$ cat src/hw/dmac_pkg.sv
// Package: register map, field layout, reset values and carrier types
package dmac_pkg;

	localparam int DMAC_CHANNELS = 4;
	localparam int DMAC_CHAN_W = 2;
	localparam int DMAC_ADDR_W = 8;
	localparam int DMAC_BUS_W = 32;
	localparam int DMAC_PADR_W = 16;
	localparam int DMAC_CNT_W = 14;
	localparam int DMAC_LAST_W = 4;
	localparam int DMAC_DATA_W = 16;
	localparam int DMAC_FIFO_DEPTH = 8;

	// Register offsets (byte addresses)
	localparam logic [7:0] DMAC_OFS_PADR = 8'h00;
	localparam logic [7:0] DMAC_OFS_CNT = 8'h04;
	localparam logic [7:0] DMAC_OFS_CTRL = 8'h08;
	localparam logic [7:0] DMAC_OFS_LAST = 8'h40;
	localparam logic [7:0] DMAC_CH_SPAN = 8'h40;
	localparam logic [7:0] DMAC_OFS_MASK = 8'h0f;
	localparam int DMAC_CH_LSB = 4;

	// Control register fields
	localparam int DMAC_CTRL_EN_BIT = 0;
	localparam int DMAC_CTRL_DONE_BIT = 1;

	// Reset values
	localparam logic [15:0] DMAC_PADR_RST = 16'h0000;
	localparam logic [13:0] DMAC_CNT_RST = 14'h0000;
	localparam logic [3:0] DMAC_LAST_RST = 4'hf;

	typedef struct packed {
		logic [DMAC_CHAN_W-1:0] chan;
		logic [DMAC_DATA_W-1:0] data;
	} dmac_word_type;

	typedef struct packed {
		logic [DMAC_PADR_W-1:0] addr;
		logic [DMAC_DATA_W-1:0] data;
		logic [DMAC_CHAN_W-1:0] chan;
	} dmac_xfer_type;

	typedef enum logic {
		ST_IDLE,
		ST_BUSY
	} dmac_state_type;

endpackage : dmac_pkg

$ cat src/hw/dmac_channel_slice.sv
// DMA channel address, count and last-channel registers with data FIFO
`timescale 1ns/1ps
`default_nettype none

////////////////////////////////////////////////////////////////////////////////
// Data FIFO
module dmac_fifo #(
	parameter int WIDTH = 18,
	parameter int DEPTH = 8
) (
	// Clock and reset
	input wire logic clk,
	input wire logic rst_n,
	// Fill side
	input wire logic inValid,
	input wire logic [WIDTH-1:0] inData,
	output logic inReady,
	// Drain side
	output logic outValid,
	output logic [WIDTH-1:0] outData,
	input wire logic outReady
);
	localparam int PW = (DEPTH > 1) ? $clog2(DEPTH) : 1;
	localparam int CW = $clog2(DEPTH + 1);
	localparam logic [PW-1:0] LAST_PTR = PW'(DEPTH - 1);
	localparam logic [CW-1:0] FULL_CNT = CW'(DEPTH);

	logic [WIDTH-1:0] mem [DEPTH];
	logic [PW-1:0] wrPtr_r, wrPtr_nxt, rdPtr_r, rdPtr_nxt;
	logic [CW-1:0] count_r, count_nxt;
	logic inReady_r, inReady_nxt;
	logic push, pop;

	assign inReady = inReady_r;
	assign outValid = (count_r != '0);
	assign outData = mem[rdPtr_r];

	always_comb begin
		push = inValid && inReady_r;
		pop = outValid && outReady;
		wrPtr_nxt = wrPtr_r;
		rdPtr_nxt = rdPtr_r;
		count_nxt = count_r;
		if (push) begin
			wrPtr_nxt = (wrPtr_r == LAST_PTR) ? '0 : PW'(wrPtr_r + 1'b1);
		end
		if (pop) begin
			rdPtr_nxt = (rdPtr_r == LAST_PTR) ? '0 : PW'(rdPtr_r + 1'b1);
		end
		if (push && !pop) begin
			count_nxt = CW'(count_r + 1'b1);
		end else if (pop && !push) begin
			count_nxt = CW'(count_r - 1'b1);
		end
		inReady_nxt = (count_nxt != FULL_CNT);
	end

	always_ff @(posedge clk) begin
		if (push) begin
			mem[wrPtr_r] <= inData;
		end
	end

	always_ff @(posedge clk or negedge rst_n) begin
		if (!rst_n) begin
			wrPtr_r <= '0;
			rdPtr_r <= '0;
			count_r <= '0;
			inReady_r <= 1'b1;
		end else begin
			wrPtr_r <= wrPtr_nxt;
			rdPtr_r <= rdPtr_nxt;
			count_r <= count_nxt;
			inReady_r <= inReady_nxt;
		end
	end
endmodule : dmac_fifo

////////////////////////////////////////////////////////////////////////////////
// Channel register slice and transfer engine
// Behaviour
// - Per-channel 16-bit RW peripheral address, reset zero
// - 14-bit RW count, upper two bits read zero
// - Channel performs count plus one transfers
// - Last channel field codes channels 0 to 3
// - Last channel read-only, resets 1111, updated per transfer
// - Status bits fifteen to four read zero
module dmac_channel_slice
	import dmac_pkg::*;
#(
	parameter int CHANNELS = DMAC_CHANNELS,
	parameter int FIFO_DEPTH = DMAC_FIFO_DEPTH
) (
	// Clock and reset
	input wire logic clk,
	input wire logic rst_n,
	// Avalon-MM slave
	input wire logic [DMAC_ADDR_W-1:0] avsAddress,
	input wire logic avsRead,
	input wire logic avsWrite,
	input wire logic [DMAC_BUS_W-1:0] avsWriteData,
	input wire logic [3:0] avsByteEnable,
	output logic [DMAC_BUS_W-1:0] avsReadData,
	output logic avsWaitRequest,
	// Peripheral data in
	input wire logic srcValid,
	input wire dmac_word_type srcWord,
	output logic srcReady,
	// Transfers out
	output logic xferValid,
	output dmac_xfer_type xferWord,
	input wire logic xferReady,
	// Channel status
	output logic [CHANNELS-1:0] chanEnabled,
	output logic [CHANNELS-1:0] chanDone
);

	////////////////////////////////////////////////////////////////////////////
	// Address decode
	function automatic logic isChanReg(input logic [DMAC_ADDR_W-1:0] a);
		isChanReg = (a < DMAC_CH_SPAN) && ((a & DMAC_OFS_MASK) != 8'h0c);
	endfunction : isChanReg

	function automatic logic [DMAC_CHAN_W-1:0] regChan(
		input logic [DMAC_ADDR_W-1:0] a);
		regChan = a[DMAC_CH_LSB +: DMAC_CHAN_W];
	endfunction : regChan

	function automatic logic [15:0] mergeLow(input logic [15:0] old,
		input logic [DMAC_BUS_W-1:0] wd, input logic [3:0] be);
		mergeLow = old;
		if (be[0]) begin
			mergeLow[7:0] = wd[7:0];
		end
		if (be[1]) begin
			mergeLow[15:8] = wd[15:8];
		end
	endfunction : mergeLow

	////////////////////////////////////////////////////////////////////////////
	// State
	logic [DMAC_PADR_W-1:0] padr_r [CHANNELS];
	logic [DMAC_PADR_W-1:0] padr_nxt [CHANNELS];
	logic [DMAC_CNT_W-1:0] cnt_r [CHANNELS];
	logic [DMAC_CNT_W-1:0] cnt_nxt [CHANNELS];
	logic [DMAC_CNT_W-1:0] doneCnt_r [CHANNELS];
	logic [DMAC_CNT_W-1:0] doneCnt_nxt [CHANNELS];
	logic [CHANNELS-1:0] en_r, en_nxt, done_r, done_nxt;
	logic [DMAC_LAST_W-1:0] last_r, last_nxt;
	logic waitReq_r, waitReq_nxt;
	logic [DMAC_BUS_W-1:0] rdData_r, rdData_nxt;
	dmac_state_type state_r, state_nxt;
	logic xferValid_r, xferValid_nxt;
	dmac_xfer_type xfer_r, xfer_nxt;
	logic fifoOutValid, fifoPop;
	dmac_word_type fifoOut;
	logic [$bits(dmac_word_type)-1:0] fifoOutBits;

	assign fifoOut = dmac_word_type'(fifoOutBits);
	assign avsWaitRequest = waitReq_r;
	assign avsReadData = rdData_r;
	assign xferValid = xferValid_r;
	assign xferWord = xfer_r;
	assign chanEnabled = en_r;
	assign chanDone = done_r;

	////////////////////////////////////////////////////////////////////////////
	// Data FIFO
	dmac_fifo #(
		.WIDTH($bits(dmac_word_type)),
		.DEPTH(FIFO_DEPTH)
	) u_fifo (
		.clk(clk),
		.rst_n(rst_n),
		.inValid(srcValid),
		.inData(srcWord),
		.inReady(srcReady),
		.outValid(fifoOutValid),
		.outData(fifoOutBits),
		.outReady(fifoPop)
	);

	////////////////////////////////////////////////////////////////////////////
	// Next-state logic
	always_comb begin
		logic access;
		logic commit;
		logic [DMAC_CHAN_W-1:0] ch;
		logic [DMAC_CHAN_W-1:0] wch;
		logic [7:0] ofs;
		logic finish;
		access = 1'b0;
		commit = 1'b0;
		ch = '0;
		wch = '0;
		ofs = '0;
		finish = 1'b0;
		padr_nxt = padr_r;
		cnt_nxt = cnt_r;
		doneCnt_nxt = doneCnt_r;
		en_nxt = en_r;
		done_nxt = done_r;
		last_nxt = last_r;
		waitReq_nxt = waitReq_r;
		rdData_nxt = rdData_r;
		state_nxt = state_r;
		xferValid_nxt = xferValid_r;
		xfer_nxt = xfer_r;
		fifoPop = 1'b0;

		// Bus: one wait cycle, then answer
		access = (avsRead || avsWrite) && waitReq_r;
		commit = avsWrite && !waitReq_r;
		waitReq_nxt = !access;
		wch = regChan(avsAddress);
		ofs = avsAddress & DMAC_OFS_MASK;
		if (access && avsRead) begin
			rdData_nxt = '0;
			if (isChanReg(avsAddress)) begin
				unique case (ofs)
					DMAC_OFS_PADR: rdData_nxt[15:0] = padr_r[wch];
					DMAC_OFS_CNT: rdData_nxt[DMAC_CNT_W-1:0] = cnt_r[wch];
					DMAC_OFS_CTRL: begin
						rdData_nxt[DMAC_CTRL_EN_BIT] = en_r[wch];
						rdData_nxt[DMAC_CTRL_DONE_BIT] = done_r[wch];
					end
					// Unaligned offsets read zero
					default: begin
					end
				endcase
			end else if (avsAddress == DMAC_OFS_LAST) begin
				rdData_nxt[DMAC_LAST_W-1:0] = last_r;
			end
		end

		// Transfer engine
		unique case (state_r)
			ST_IDLE: begin
				if (fifoOutValid) begin
					fifoPop = 1'b1;
					if (en_r[fifoOut.chan]) begin
						xfer_nxt.addr = padr_r[fifoOut.chan];
						xfer_nxt.data = fifoOut.data;
						xfer_nxt.chan = fifoOut.chan;
						xferValid_nxt = 1'b1;
						state_nxt = ST_BUSY;
					end
				end
			end
			ST_BUSY: begin
				if (xferReady) begin
					ch = xfer_r.chan;
					xferValid_nxt = 1'b0;
					state_nxt = ST_IDLE;
					last_nxt = DMAC_LAST_W'(ch);
					finish = (doneCnt_r[ch] == cnt_r[ch]);
					if (finish) begin
						doneCnt_nxt[ch] = '0;
						en_nxt[ch] = 1'b0;
					end else begin
						doneCnt_nxt[ch] = DMAC_CNT_W'(doneCnt_r[ch] + 1'b1);
					end
				end
			end
		endcase

		// Software writes
		if (commit && isChanReg(avsAddress)) begin
			unique case (ofs)
				DMAC_OFS_PADR:
					padr_nxt[wch] = mergeLow(padr_r[wch], avsWriteData,
						avsByteEnable);
				DMAC_OFS_CNT:
					cnt_nxt[wch] = DMAC_CNT_W'(mergeLow(16'(cnt_r[wch]),
						avsWriteData, avsByteEnable));
				DMAC_OFS_CTRL: begin
					if (avsByteEnable[0]) begin
						en_nxt[wch] = avsWriteData[DMAC_CTRL_EN_BIT];
						if (avsWriteData[DMAC_CTRL_EN_BIT] && !en_r[wch]) begin
							doneCnt_nxt[wch] = '0;
						end
						if (avsWriteData[DMAC_CTRL_DONE_BIT]) begin
							done_nxt[wch] = 1'b0;
						end
					end
				end
				// Unaligned offsets ignored
				default: begin
				end
			endcase
		end
		// Done set wins over clear
		if (finish) begin
			done_nxt[ch] = 1'b1;
		end
	end

	////////////////////////////////////////////////////////////////////////////
	// Registers
	always_ff @(posedge clk or negedge rst_n) begin
		if (!rst_n) begin
			for (int i = 0; i < CHANNELS; i++) begin
				padr_r[i] <= DMAC_PADR_RST;
				cnt_r[i] <= DMAC_CNT_RST;
				doneCnt_r[i] <= '0;
			end
			en_r <= '0;
			done_r <= '0;
			last_r <= DMAC_LAST_RST;
			waitReq_r <= 1'b1;
			rdData_r <= '0;
			state_r <= ST_IDLE;
			xferValid_r <= 1'b0;
			xfer_r <= '0;
		end else begin
			padr_r <= padr_nxt;
			cnt_r <= cnt_nxt;
			doneCnt_r <= doneCnt_nxt;
			en_r <= en_nxt;
			done_r <= done_nxt;
			last_r <= last_nxt;
			waitReq_r <= waitReq_nxt;
			rdData_r <= rdData_nxt;
			state_r <= state_nxt;
			xferValid_r <= xferValid_nxt;
			xfer_r <= xfer_nxt;
		end
	end
endmodule : dmac_channel_slice

`default_nettype wire

$ cat config.mk
export PLATFORM = sky130hd
export DESIGN_NAME = dmac_channel_slice
export DESIGN_NICKNAME = d
export VERILOG_FILES = /design/src/hw/dmac_pkg.sv /design/src/hw/dmac_channel_slice.sv
export SDC_FILE = /design/constraint.sdc
export NUM_CORES = 1
export LEC_CHECK = 0
export BUFFER_PORTS_ARGS = -buffer_cell sky130_fd_sc_hd__clkbuf_2
export CELL_PAD_IN_SITES_DETAIL_PLACEMENT = 1
export CELL_PAD_IN_SITES_GLOBAL_PLACEMENT = 2
export CORE_MARGIN = 1.5
export CORE_UTILIZATION = 45
export CTS_BUF_LIST = sky130_fd_sc_hd__clkbuf_16
export CTS_CLUSTER_SIZE = 25
export DETAILED_ROUTE_END_ITERATION = 8
export HOLD_SLACK_MARGIN = 0.02
export PLACE_DENSITY_LB_ADDON = 0.1
export SYNTH_ARGS = -nofsm -noshare
export SYNTH_HDL_FRONTEND = slang
export SYNTH_SLANG_ARGS = --single-unit
export TNS_END_PERCENT = 20
$ cat constraint.sdc
create_clock -name clk -period 6.2 [get_ports clk]
set_input_delay 0.62 -clock clk [delete_from_list [all_inputs] [get_ports clk]]
set_output_delay 0.62 -clock clk [all_outputs]
set_load 0.01 [all_outputs]
==> metrics.cfg, run 1 <==
[run_status]
status = finished clean

[final_layout]
mostFrequentLayoutCells = nand2_1, dfrtp_1, edfxtp_1
mostFrequentLayoutCell = nand2_1
fillCellCount = 3991
nNetsFinal = 1586
areaGrowthSynthToFinish_pct = 13.93
drive_above_1_share = 0.2278
fin_cells = 2066
design_area_sq_mm = 0.02034

[global_routing]
antenna_found_initial = 4
grt_pass1_vias = 12595
track_usage = 0.2487
overflow = 0
grt_max_degree = 95
grt_pass1_wl_mm = 77.05

[clocking]
post_cts_resize_count = 0
cts_tree = done
clockBufferDepth = 3
cts_root_buffer = clkbuf_16
cts_max_level = 2
cts_buffers = 44
cts_sinks = 395
post_cts_buffers = 0
path_clk_slew_ps = 60
hold_buffers = 0
insertion_delay_ps = 570

[power]
p_switching_w = 0.002405
p_int_w = 0.005320
power_frac_seq = 0.417
clkPwrFrac = 0.340
ir_worst_vdd_uv = 324.7
leakagePower_nw = 8.531
p_per_area_mw_per_mm2 = 379.8
comb_power_share = 0.243
p_sw_frac = 0.3113

[sta]
min_period_ps = 4116
whs_ps = 62.97
tns_ps = 0
max_clock_freq_ghz = 0.2430
maxSlewHeadroom = 0.1893
grt_setup_unrepaired = false
fin_ws_ps = 2084
min_period_over_period = 0.6638
maxSlewViolCount = 0
clock_skew_ps = 15.69
setup_viol = 0
worstMarginPinSlew_ps = 1213
hold_violations = 0

[worst_setup_path]
critical_path_buf_inv_count = 3
path_max_fanout = 45
worstPathRequired_ps = 6690
critPathSlowestCell = nand2_2
slowest_delay_ps = 650
end_kind = register
crit_arrival_ps = 4600
cpMostUsedCell = buf_4
crit_type = reg2reg
crit_chain = buf_4 -> mux4_2 -> mux2i_4 -> buf_4 -> mux4_2 -> nand2_2 -> buf_4 -> nand2_1 -> o21ai_1
r2r_slack_ps = 2080
start_kind = register
critical-path-top-delay-family = buffers and inverters

[detailed_routing]
routed-via-count = 11643
viasPerCell = 5.636
wire_per_inst_microns = 23.88
drt-total-wl_mm = 49.35
ant_nets = 0
dr.pass1.iters = 5
drc = 0
drt_iter0_markers = 706

[yosys]
synth_area_sq_mm = 0.01786
synth_top_cell_by_area = dfrtp_1
async_flop_share = 0.6354
syn_inst = 1414
ys_seq_area_frac = 0.5943
yosysWarnings = 0
synth.area.top_cells = dfrtp_1, edfxtp_1, mux4_2, nand2_1, mux2i_1
synth.ff_latch_count = 395
synth_edf_count = 144
synth_cell_types = 46
netlist.area_leader.share = 0.3448
synth_ff_type = dfrtp_1
syn_avg_cell_area_sq_um = 12.63

[floorplanning]
core_sq_mm = 0.03892
initial_utilization = 0.4588
fp-row-count = 72
die_x_microns = 202.2
die_area_sq_mm = 0.04088
die_y_microns = 202.2
pin_count = 145

[job]
maxCapViolCount = 0

[placed_design]
portBuffers = 110
gp_congestion = 0.7841
dp.cells = 1982
pre_cts_slack_ps = 2012
hpwl_mm = 30.91
place_area_sq_mm = 0.01890

[worst_hold_path]
hp-class = in2async

## power by group through the flow
stage | sequential (W) | combinational (W) | clock [W]
after floorplan | 0.00323 | 0.00125 | 0
after global placement | 0.00325 | 0.00186 | 0
after detailed placement | 0.00327 | 0.00189 | 0
after CTS | 0.00322 | 0.00191 | 0.00268
after global routing | 0.00326 | 0.00205 | 0.00277
final | 0.00322 | 0.00188 | 0.00263
## stage by stage
| stage | utilization | total power [W] |
|---|---|---|
| after floorplan | - | 0.004477 |
| after global placement | 0.4857 | 0.005105 |
| after detailed placement | 0.4857 | 0.005160 |
| after CTS | 0.5225 | 0.007817 |
| after global routing | 0.5227 | 0.008079 |
| final | 0.5227 | 0.007726 |
## routing by layer
metal	part of all wire	track usage	wire (microns)	vias to the layer above
li1	-	-	-	5324
met1	0.46	0.3501	22530	6031
met2	0.47	0.3953	23390	228
met3	0.045	0.04031	2216	60
met4	0.025	0.08492	1210	0
met5	0	0	0	-
## flip-flops by register name, summed over array words and instances, names as in the netlist
register / count
u_fifo.mem: 144
avsReadData: 16
doneCnt_r: 56
xferValid: 1
chanDone: 4
u_fifo.wrPtr_r: 3
xferWord: 34
avsWaitRequest: 1
state_r: 1
u_fifo.rdPtr_r: 3
last_r: 3
u_fifo.count_r: 4
chanEnabled: 4
cnt_r: 56
u_fifo.inReady: 1
padr_r: 64
## Yosys cell counts (2+ instances only)
library cell	instances
nand2b_1	8
edfxtp_1	144
a32oi_1	10
o22ai_1	28
a221oi_1	2
nand3b_1	4
nor4_2	3
a21oi_1	43
buf_6	4
and2_1	3
mux4_2	97
or2_2	3
dfstp_2	5
or3_1	2
nor4_1	9
buf_4	16
maj3_1	2
buf_1	7
xnor2_1	7
clkbuf_1	59
dfrtp_1	246
xor2_1	23
nand2_1	253
nor2b_1	10
nor2_1	83
a31oi_1	2
o21ai_0	122
buf_2	20
inv_1	8
nor3_1	10
nand4_1	6
ha_1	8
o21ai_1	34
mux2_2	20
nand3_1	18
or3b_2	6
a22oi_1	16
mux2i_1	65
## layout make-up
class / count / area (sq um) / area share
Clock inverter: 37 / 332.8 / 0.01636
Timing Repair Buffer: 141 / 793.3 / 0.03899
Sequential cell: 395 / 10610 / 0.5217
Antenna cell: 3 / 7.507 / 0.0003690
Tap cell: 518 / 648.1 / 0.03186
Inverter: 8 / 30.03 / 0.001476
Multi-Input combinational cell: 920 / 6817 / 0.3351
Clock buffer: 44 / 1101 / 0.05412
## final timing paths
| kind | endpoint | depth (start not counted) | from |
|---|---|---|---|
| min in group clk | avsWaitRequest | 2 | avsRead |
| max | xferWord[24] | 9 | u_fifo.rdPtr_r[0] |
| min reg2reg | avsReadData[14] | 2 | avsReadData[14] |
| min | cnt_r[38] | 1 | rst_n |
| max in group asynchronous | avsReadData[6] | 2 | rst_n |
| max reg2reg | xferWord[24] | 9 | u_fifo.rdPtr_r[0] |
## kinds of logic (layout without fill, tap and decap cells)
kind of cell	Yosys count	after routing	synth area share
other	1	19	0.0002100
and+or+nand+nor	422	422	0.1016
adders and majority gates	10	10	0.006727
AOI/OAI and AO/OA	259	259	0.07988
xor gates and xnor gates	30	30	0.01472
buffers and inverters	114	230	0.03041
muxes	183	183	0.1722
DFF	395	395	0.5943
No activity file was read; power rests on OpenSTA's default activity.
==> inputs of run 2 (changes only) <==
CORE_UTILIZATION = 42   (was 45)
clock period = 4 ns   (was 6.2 ns; I/O delays follow)
==> metrics.cfg, run 2 (same netlist as run 1, synthesis figures left out) <==
[sta]
maxSlewViolCount = 0  ; unchanged
tns_ps = 0  ; unchanged
max_clock_freq_ghz = 0.2913  ; was 0.2430 GHz
worstMarginPinSlew_ps = 1095  ; was 1213 ps
min_period_over_period = 0.8583  ; was 0.6638
maxSlewHeadroom = 0.2698  ; was 0.1893
fin_ws_ps = 566.6  ; was 2084 ps
grt_setup_unrepaired = false  ; unchanged
hold_violations = 0  ; unchanged
clock_skew_ps = 17.93  ; was 15.69 ps
min_period_ps = 3433  ; was 4116 ps
setup_viol = 0  ; unchanged

[worst_setup_path]
r2r-end = doneCnt_r[11]  ; was xferWord[24]
end_kind = register  ; unchanged
worstPathRequired_ps = 4440  ; was 6690 ps
crit_arrival_ps = 3870  ; was 4600 ps
r2r_start = xferWord[0]  ; was u_fifo.rdPtr_r[0]
critPathSlowestCell = dfrtp_2  ; was nand2_2
crit_type = reg2reg  ; unchanged
start_kind = register  ; unchanged
slowest_delay_ps = 830  ; was 650 ps
startpoint = xferWord[0]  ; was u_fifo.rdPtr_r[0]
r2r_slack_ps = 570  ; was 2080 ps
worstRegToRegCells = 8  ; was 9
crit_chain = buf_12 -> mux4_2 -> xor2_1 -> nor4_2 -> nand4_2 -> buf_4 -> nand2_1 -> o22ai_1  ; was buf_4 -> mux4_2 -> mux2i_4 -> buf_4 -> mux4_2 -> nand2_2 -> buf_4 -> nand2_1 -> o21ai_1
path_max_fanout = 21  ; was 45

[final_layout]
mostFrequentLayoutCell = nand2_1  ; unchanged
reg_top3 = u_fifo.mem (144), padr_r (64)  ; unchanged
fin_util = 0.4870  ; was 0.5227
areaGrowthSynthToFinish_pct = 14.39  ; was 13.93%
nNetsFinal = 1600  ; was 1586
mostFrequentLayoutCells = nand2_1, dfrtp_1, edfxtp_1  ; unchanged
regMostFlops = u_fifo.mem  ; unchanged
largest_reg_flops = 144  ; unchanged
fillCellCount = 4303  ; was 3991
drive_above_1_share = 0.2279  ; was 0.2278

[clocking]
clockBufferDepth = 3  ; unchanged
cts_tree = done  ; unchanged
path_clk_slew_ps = 60  ; about the same
cts_max_level = 2  ; unchanged
cts_buffers = 45  ; was 44
cts_sinks = 395  ; unchanged
insertion_delay_ps = 590  ; was 570 ps
post_cts_resize_count = 0  ; unchanged
cts_root_buffer = clkbuf_16  ; unchanged

[placed_design]
hpwl_mm = 31.81  ; was 30.91 mm
pre_cts_slack_ps = 558.3  ; was 2012 ps
portBuffers = 110  ; unchanged
gp_congestion = 0.7580  ; was 0.7841

[worst_hold_path]
hp-class = in2reg  ; was in2async
worstHoldPathCells = 2
min_from = xferReady
hold-path-endpoint = state_r

[detailed_routing]
ant_nets = 0  ; unchanged
routed-via-count = 11840  ; was 11.64k
drt_iter0_markers = 859  ; was 706
dr.pass1.iters = 7  ; was 5
viasPerCell = 5.643  ; was 5.636
wire_per_inst_microns = 23.74  ; was 23.88 microns
drt-total-wl_mm = 49.80  ; was 49.35 mm
drc = 0  ; unchanged

[power]
ir_worst_vdd_uv = 396.2  ; was 324.7 uV
leakagePower_nw = 8.598  ; was 8.531 nW
total_power_w = 0.01170  ; was 0.007726 W
p_per_area_mw_per_mm2 = 572.6  ; was 379.8 mW/mm^2

[run_status]
status = finished clean  ; unchanged

[job]
maxCapViolCount = 0  ; unchanged

[floorplanning]
die_y_microns = 209.2  ; was 202.2 microns
die_x_microns = 209.2  ; was 202.2 microns
pin_count = 145  ; unchanged
die_area_sq_mm = 0.04376  ; was 0.04088 sq mm
fp-row-count = 75  ; was 72
core_sq_mm = 0.04195  ; was 0.03892 sq mm
initial_utilization = 0.4257  ; was 0.4588

[global_routing]
overflow = 0  ; unchanged
grt_pass1_wl_mm = 78.09  ; was 77.05 mm
grt_pass1_vias = 12720  ; was 12.60k
track_usage = 0.2367  ; was 0.2487
antenna_found_initial = 2  ; was 4
grt_max_degree = 110  ; was 95

## run 2: cell count changes in the layout (fill, tap and decap cells not counted)
cell / delta
clkinv_1: -3
dlygate4sd3_1: +3
inv_1: +8
clkbuf_16: +1
buf_4: +5
inv_4: +1
nor2b_2: -2
clkinvlp_4: -1
bufinv_16: -5
buf_12: +5
nor2b_1: +2
diode_2: -2
clkinv_2: -2
clkinv_8: +1
## run 2: layout make-up
class	count	area, sq um	share of cell area
Antenna cell	1	2.502	0.0001225
Clock buffer	45	1126	0.05513
Clock inverter	36	206.4	0.01011
Inverter	8	30.03	0.001470
Multi-Input combinational cell	920	6812	0.3335
Sequential cell	395	10610	0.5196
Tap cell	539	674.4	0.03302
Timing Repair Buffer	154	960.9	0.04704
## run 2: report_power, final
group | internal, W | total [W] | switching (W)
logic | 0.00121 | 0.00292 | 0.00171
clock network | 0.00211 | 0.00379 | 0.00168
registers | 0.00468 | 0.00499 | 0.000310
total | 0.00800 | 0.0117 | 0.00370
## run 2: routing by layer
metal	track usage	routed length (microns)	vias up
met4	0.07746	1235	0
met1	0.3356	22870	6158
li1	-	-	5341
met5	0	0	-
met3	0.03892	2230	73
met2	0.3738	23460	268
## run 2: worst max-delay path by stage
stage | endpoint | slack, ps | cells past startpoint
2_1_floorplan | u_fifo.mem[0][0] | 1140 | 4
3_3_place_gp | doneCnt_r[41] | 560 | 8
3_5_place_dp | doneCnt_r[41] | 560 | 8
4_1_cts | doneCnt_r[11] | 520 | 8
5_1_grt | chanEnabled[3] | 240 | 8
6_report | doneCnt_r[11] | 570 | 8
## run 2: worst max-delay path: cells and delay by family, from the launching register on
family                 cells  cell delay [ps]
flip-flops                 1              830
AO/OA/AOI/OAI              1              120
AND/OR/NAND/NOR            3              920
buffers and inverters      2              650
multiplexers               1              560
XOR/XNOR                   1              170
## run 2: repair_timing
action / 4_1_cts / 5_1_grt
buffers inserted: 0 / 0
hold buffers: 3 / 0
endpoints found under the hold margin: 103 / 0
## run 2: stage by stage
stage / std cells / hold slack [ps] / cell area [sq um]
6_report: 2098 / 68.27 / 20430
5_1_grt: 2098 / 84.64 / 20430
4_1_cts: 2097 / 41.51 / 20420
3_5_place_dp: 2013 / 456.0 / 19060
3_3_place_gp: 2013 / 452.3 / 19060
2_1_floorplan: 1429 / 104.4 / 17910
==> inputs of run 3 (changes only) <==
PLACE_DENSITY = 0.92   (was unset)
PLACE_DENSITY_LB_ADDON = unset   (was 0.1)
SLEW_MARGIN = 10   (was unset)
==> metrics.cfg, run 3 (same netlist as run 1, synthesis figures left out) <==
[run_status]
status = finished clean  ; unchanged

[power]
clkPwrFrac = 0.323  ; was 0.324
p_sw_frac = 0.3192  ; was 0.3161
power_frac_seq = 0.434  ; was 0.427
p_int_w = 0.007963  ; was 0.007999 W
total_power_w = 0.01170  ; about the same
p_per_area_mw_per_mm2 = 572.6  ; about the same
leakagePower_nw = 8.587  ; was 8.598 nW
ir_worst_vdd_uv = 446.8  ; was 396.2 uV
comb_power_share = 0.244  ; was 0.249
p_switching_w = 0.003733  ; was 0.003698 W

[worst_setup_path]
cpMostUsedCell = buf_4
path_max_fanout = 20  ; was 21
worstRegToRegCells = 8  ; unchanged
crit_type = reg2reg  ; unchanged
crit_arrival_ps = 3870  ; about the same
critical_path_buf_inv_count = 2  ; unchanged
worstPathRequired_ps = 4440  ; about the same
worst-path-stages = 8  ; unchanged
crit_chain = buf_4 -> mux4_2 -> xor2_1 -> nor4_2 -> nand4_2 -> buf_4 -> nand2_1 -> o22ai_1  ; was buf_12 -> mux4_2 -> xor2_1 -> nor4_2 -> nand4_2 -> buf_4 -> nand2_1 -> o22ai_1
r2r-end = doneCnt_r[10]  ; was doneCnt_r[11]
r2r_start = xferWord[1]  ; was xferWord[0]
slowest_delay_ps = 910  ; was 830 ps
critical-path-top-delay-family = flip-flops  ; was simple AND/OR/NAND/NOR gates
startpoint = xferWord[1]  ; was xferWord[0]
start_kind = register  ; unchanged
r2r_slack_ps = 580  ; was 570 ps
end_kind = register  ; unchanged
critPathSlowestCell = dfrtp_1  ; was dfrtp_2
crit_end = doneCnt_r[10]  ; was doneCnt_r[11]

[floorplanning]
fp-row-count = 75  ; unchanged
die_x_microns = 209.2  ; unchanged
initial_utilization = 0.4257  ; unchanged
pin_count = 145  ; unchanged
die_area_sq_mm = 0.04376  ; unchanged
core_sq_mm = 0.04195  ; unchanged
die_y_microns = 209.2  ; unchanged

[clocking]
cts_buffers = 43  ; was 45
path_clk_slew_ps = 60  ; about the same
cts_tree = done  ; unchanged
insertion_delay_ps = 590  ; about the same
cts_root_buffer = clkbuf_16  ; unchanged
post_cts_resize_count = 0  ; unchanged
hold_buffers = 3  ; unchanged
cts_sinks = 395  ; unchanged
clockBufferDepth = 3  ; unchanged
cts_max_level = 2  ; unchanged
post_cts_buffers = 0  ; unchanged

[global_routing]
antenna_found_initial = 1  ; was 2
grt_max_degree = 105  ; was 110
overflow = 0  ; unchanged
track_usage = 0.2313  ; was 0.2367
grt_pass1_vias = 13168  ; was 12.72k
grt_pass1_wl_mm = 77.65  ; was 78.09 mm

[placed_design]
place_area_sq_mm = 0.01905  ; was 0.01906 sq mm
hpwl_mm = 32.25  ; was 31.81 mm
portBuffers = 110  ; unchanged
pre_cts_slack_ps = 692.0  ; was 558.3 ps
gp_congestion = 0.8441  ; was 0.7580

[sta]
tns_ps = 0  ; unchanged
setup_viol = 0  ; unchanged
worstMarginPinSlew_ps = 1071  ; was 1095 ps
clock_skew_ps = 17.62  ; was 17.93 ps
maxSlewHeadroom = 0.2836  ; was 0.2698
min_period_over_period = 0.8562  ; was 0.8583
fin_ws_ps = 575.0  ; was 566.6 ps
grt_setup_unrepaired = false  ; unchanged
maxSlewViolCount = 0  ; unchanged
min_period_ps = 3425  ; was 3433 ps
max_clock_freq_ghz = 0.2920  ; was 0.2913 GHz
hold_violations = 0  ; unchanged
whs_ps = 67.40  ; was 68.27 ps

[final_layout]
mostFrequentLayoutCells = nand2_1, dfrtp_1, edfxtp_1  ; unchanged
mostFrequentLayoutCell = nand2_1  ; unchanged
design_area_sq_mm = 0.02043  ; about the same
reg_top3 = u_fifo.mem (144), padr_r (64)  ; unchanged
drive_above_1_share = 0.2279  ; unchanged
largest_reg_flops = 144  ; unchanged
nNetsFinal = 1600  ; unchanged
regMostFlops = u_fifo.mem  ; unchanged
areaGrowthSynthToFinish_pct = 14.40  ; was 14.39%

[detailed_routing]
drc = 0  ; unchanged
routed-via-count = 12182  ; was 11.84k
wire_per_inst_microns = 23.56  ; was 23.74 microns
viasPerCell = 5.804  ; was 5.643
dr.pass1.iters = 5  ; was 7
drt_iter0_markers = 726  ; was 859
ant_nets = 0  ; unchanged
drt-total-wl_mm = 49.45  ; was 49.80 mm

[job]
maxCapViolCount = 0  ; unchanged

[worst_hold_path]
hp-class = in2reg  ; unchanged

-- run 3: cell types whose count changed in the layout (fill, tap and decap cells not counted), moves of 2 or more --
cell	change
buf_4	+4
clkinvlp_4	+2
clkinv_16	+2
clkinv_8	-2
buf_12	-2
-- run 3: worst min path at each step --
stage | from | to | slack [ps] | depth (start not counted)
after CTS | xferReady | state_r | 30 | 2
after floorplan | rst_n | avsReadData[0] | 100 | 0
final | srcWord[2] | u_fifo.mem[1][2] | 70 | 1
after global routing | srcWord[2] | u_fifo.mem[1][2] | 60 | 1
after global placement | avsReadData[15] | avsReadData[15] | 450 | 2
after detailed placement | avsReadData[5] | avsReadData[5] | 460 | 2
-- run 3: power by group through the flow --
stage | clock network (W) | registers (W) | logic [W]
4_1_cts | 0.00386 | 0.00508 | 0.00289
3_5_place_dp | 0 | 0.00514 | 0.00285
2_1_floorplan | 0 | 0.00500 | 0.00194
5_1_grt | 0.00400 | 0.00513 | 0.00309
6_report | 0.00378 | 0.00507 | 0.00285
3_3_place_gp | 0 | 0.00510 | 0.00275
-- run 3: final cells by class --
cell class | count | area [sq um]
well taps | 539 | 674.4
flip-flops and latches | 395 | 10610
clock buffers | 44 | 1101
multi-input cells | 920 | 6812
inverters | 8 | 30.03
repair buffers | 156 | 950.9
clock inverters | 35 | 240.2
diodes | 2 | 5.005
fillers | 4296 | 21520
-- run 3: per-layer routing --
layer | vias up | routed length [microns] | track usage
li1 | 5350 | - | -
met1 | 6396 | 21010 | 0.3088
met2 | 354 | 24050 | 0.3770
met3 | 82 | 2994 | 0.04689
met4 | 0 | 1394 | 0.08296
met5 | - | 0 | 0
-- run 3: per-stage QoR --
step,util,std cells
finish,0.4870,2099
global route,0.4869,2098
CTS,0.4869,2097
detailed placement,0.4542,2015
global placement,0.4542,2015
floorplan,-,1429
-- run 3: worst reg2reg max path, delay by kind of cell (launching register included) --
| family | cells | cell delay, ps |
|---|---|---|
| AOI/OAI and AO/OA | 1 | 130 |
| xor gates and xnor gates | 1 | 180 |
| buffers and inverters | 2 | 780 |
| and+or+nand+nor | 3 | 860 |
| muxes | 1 | 430 |
| DFF | 1 | 910 |
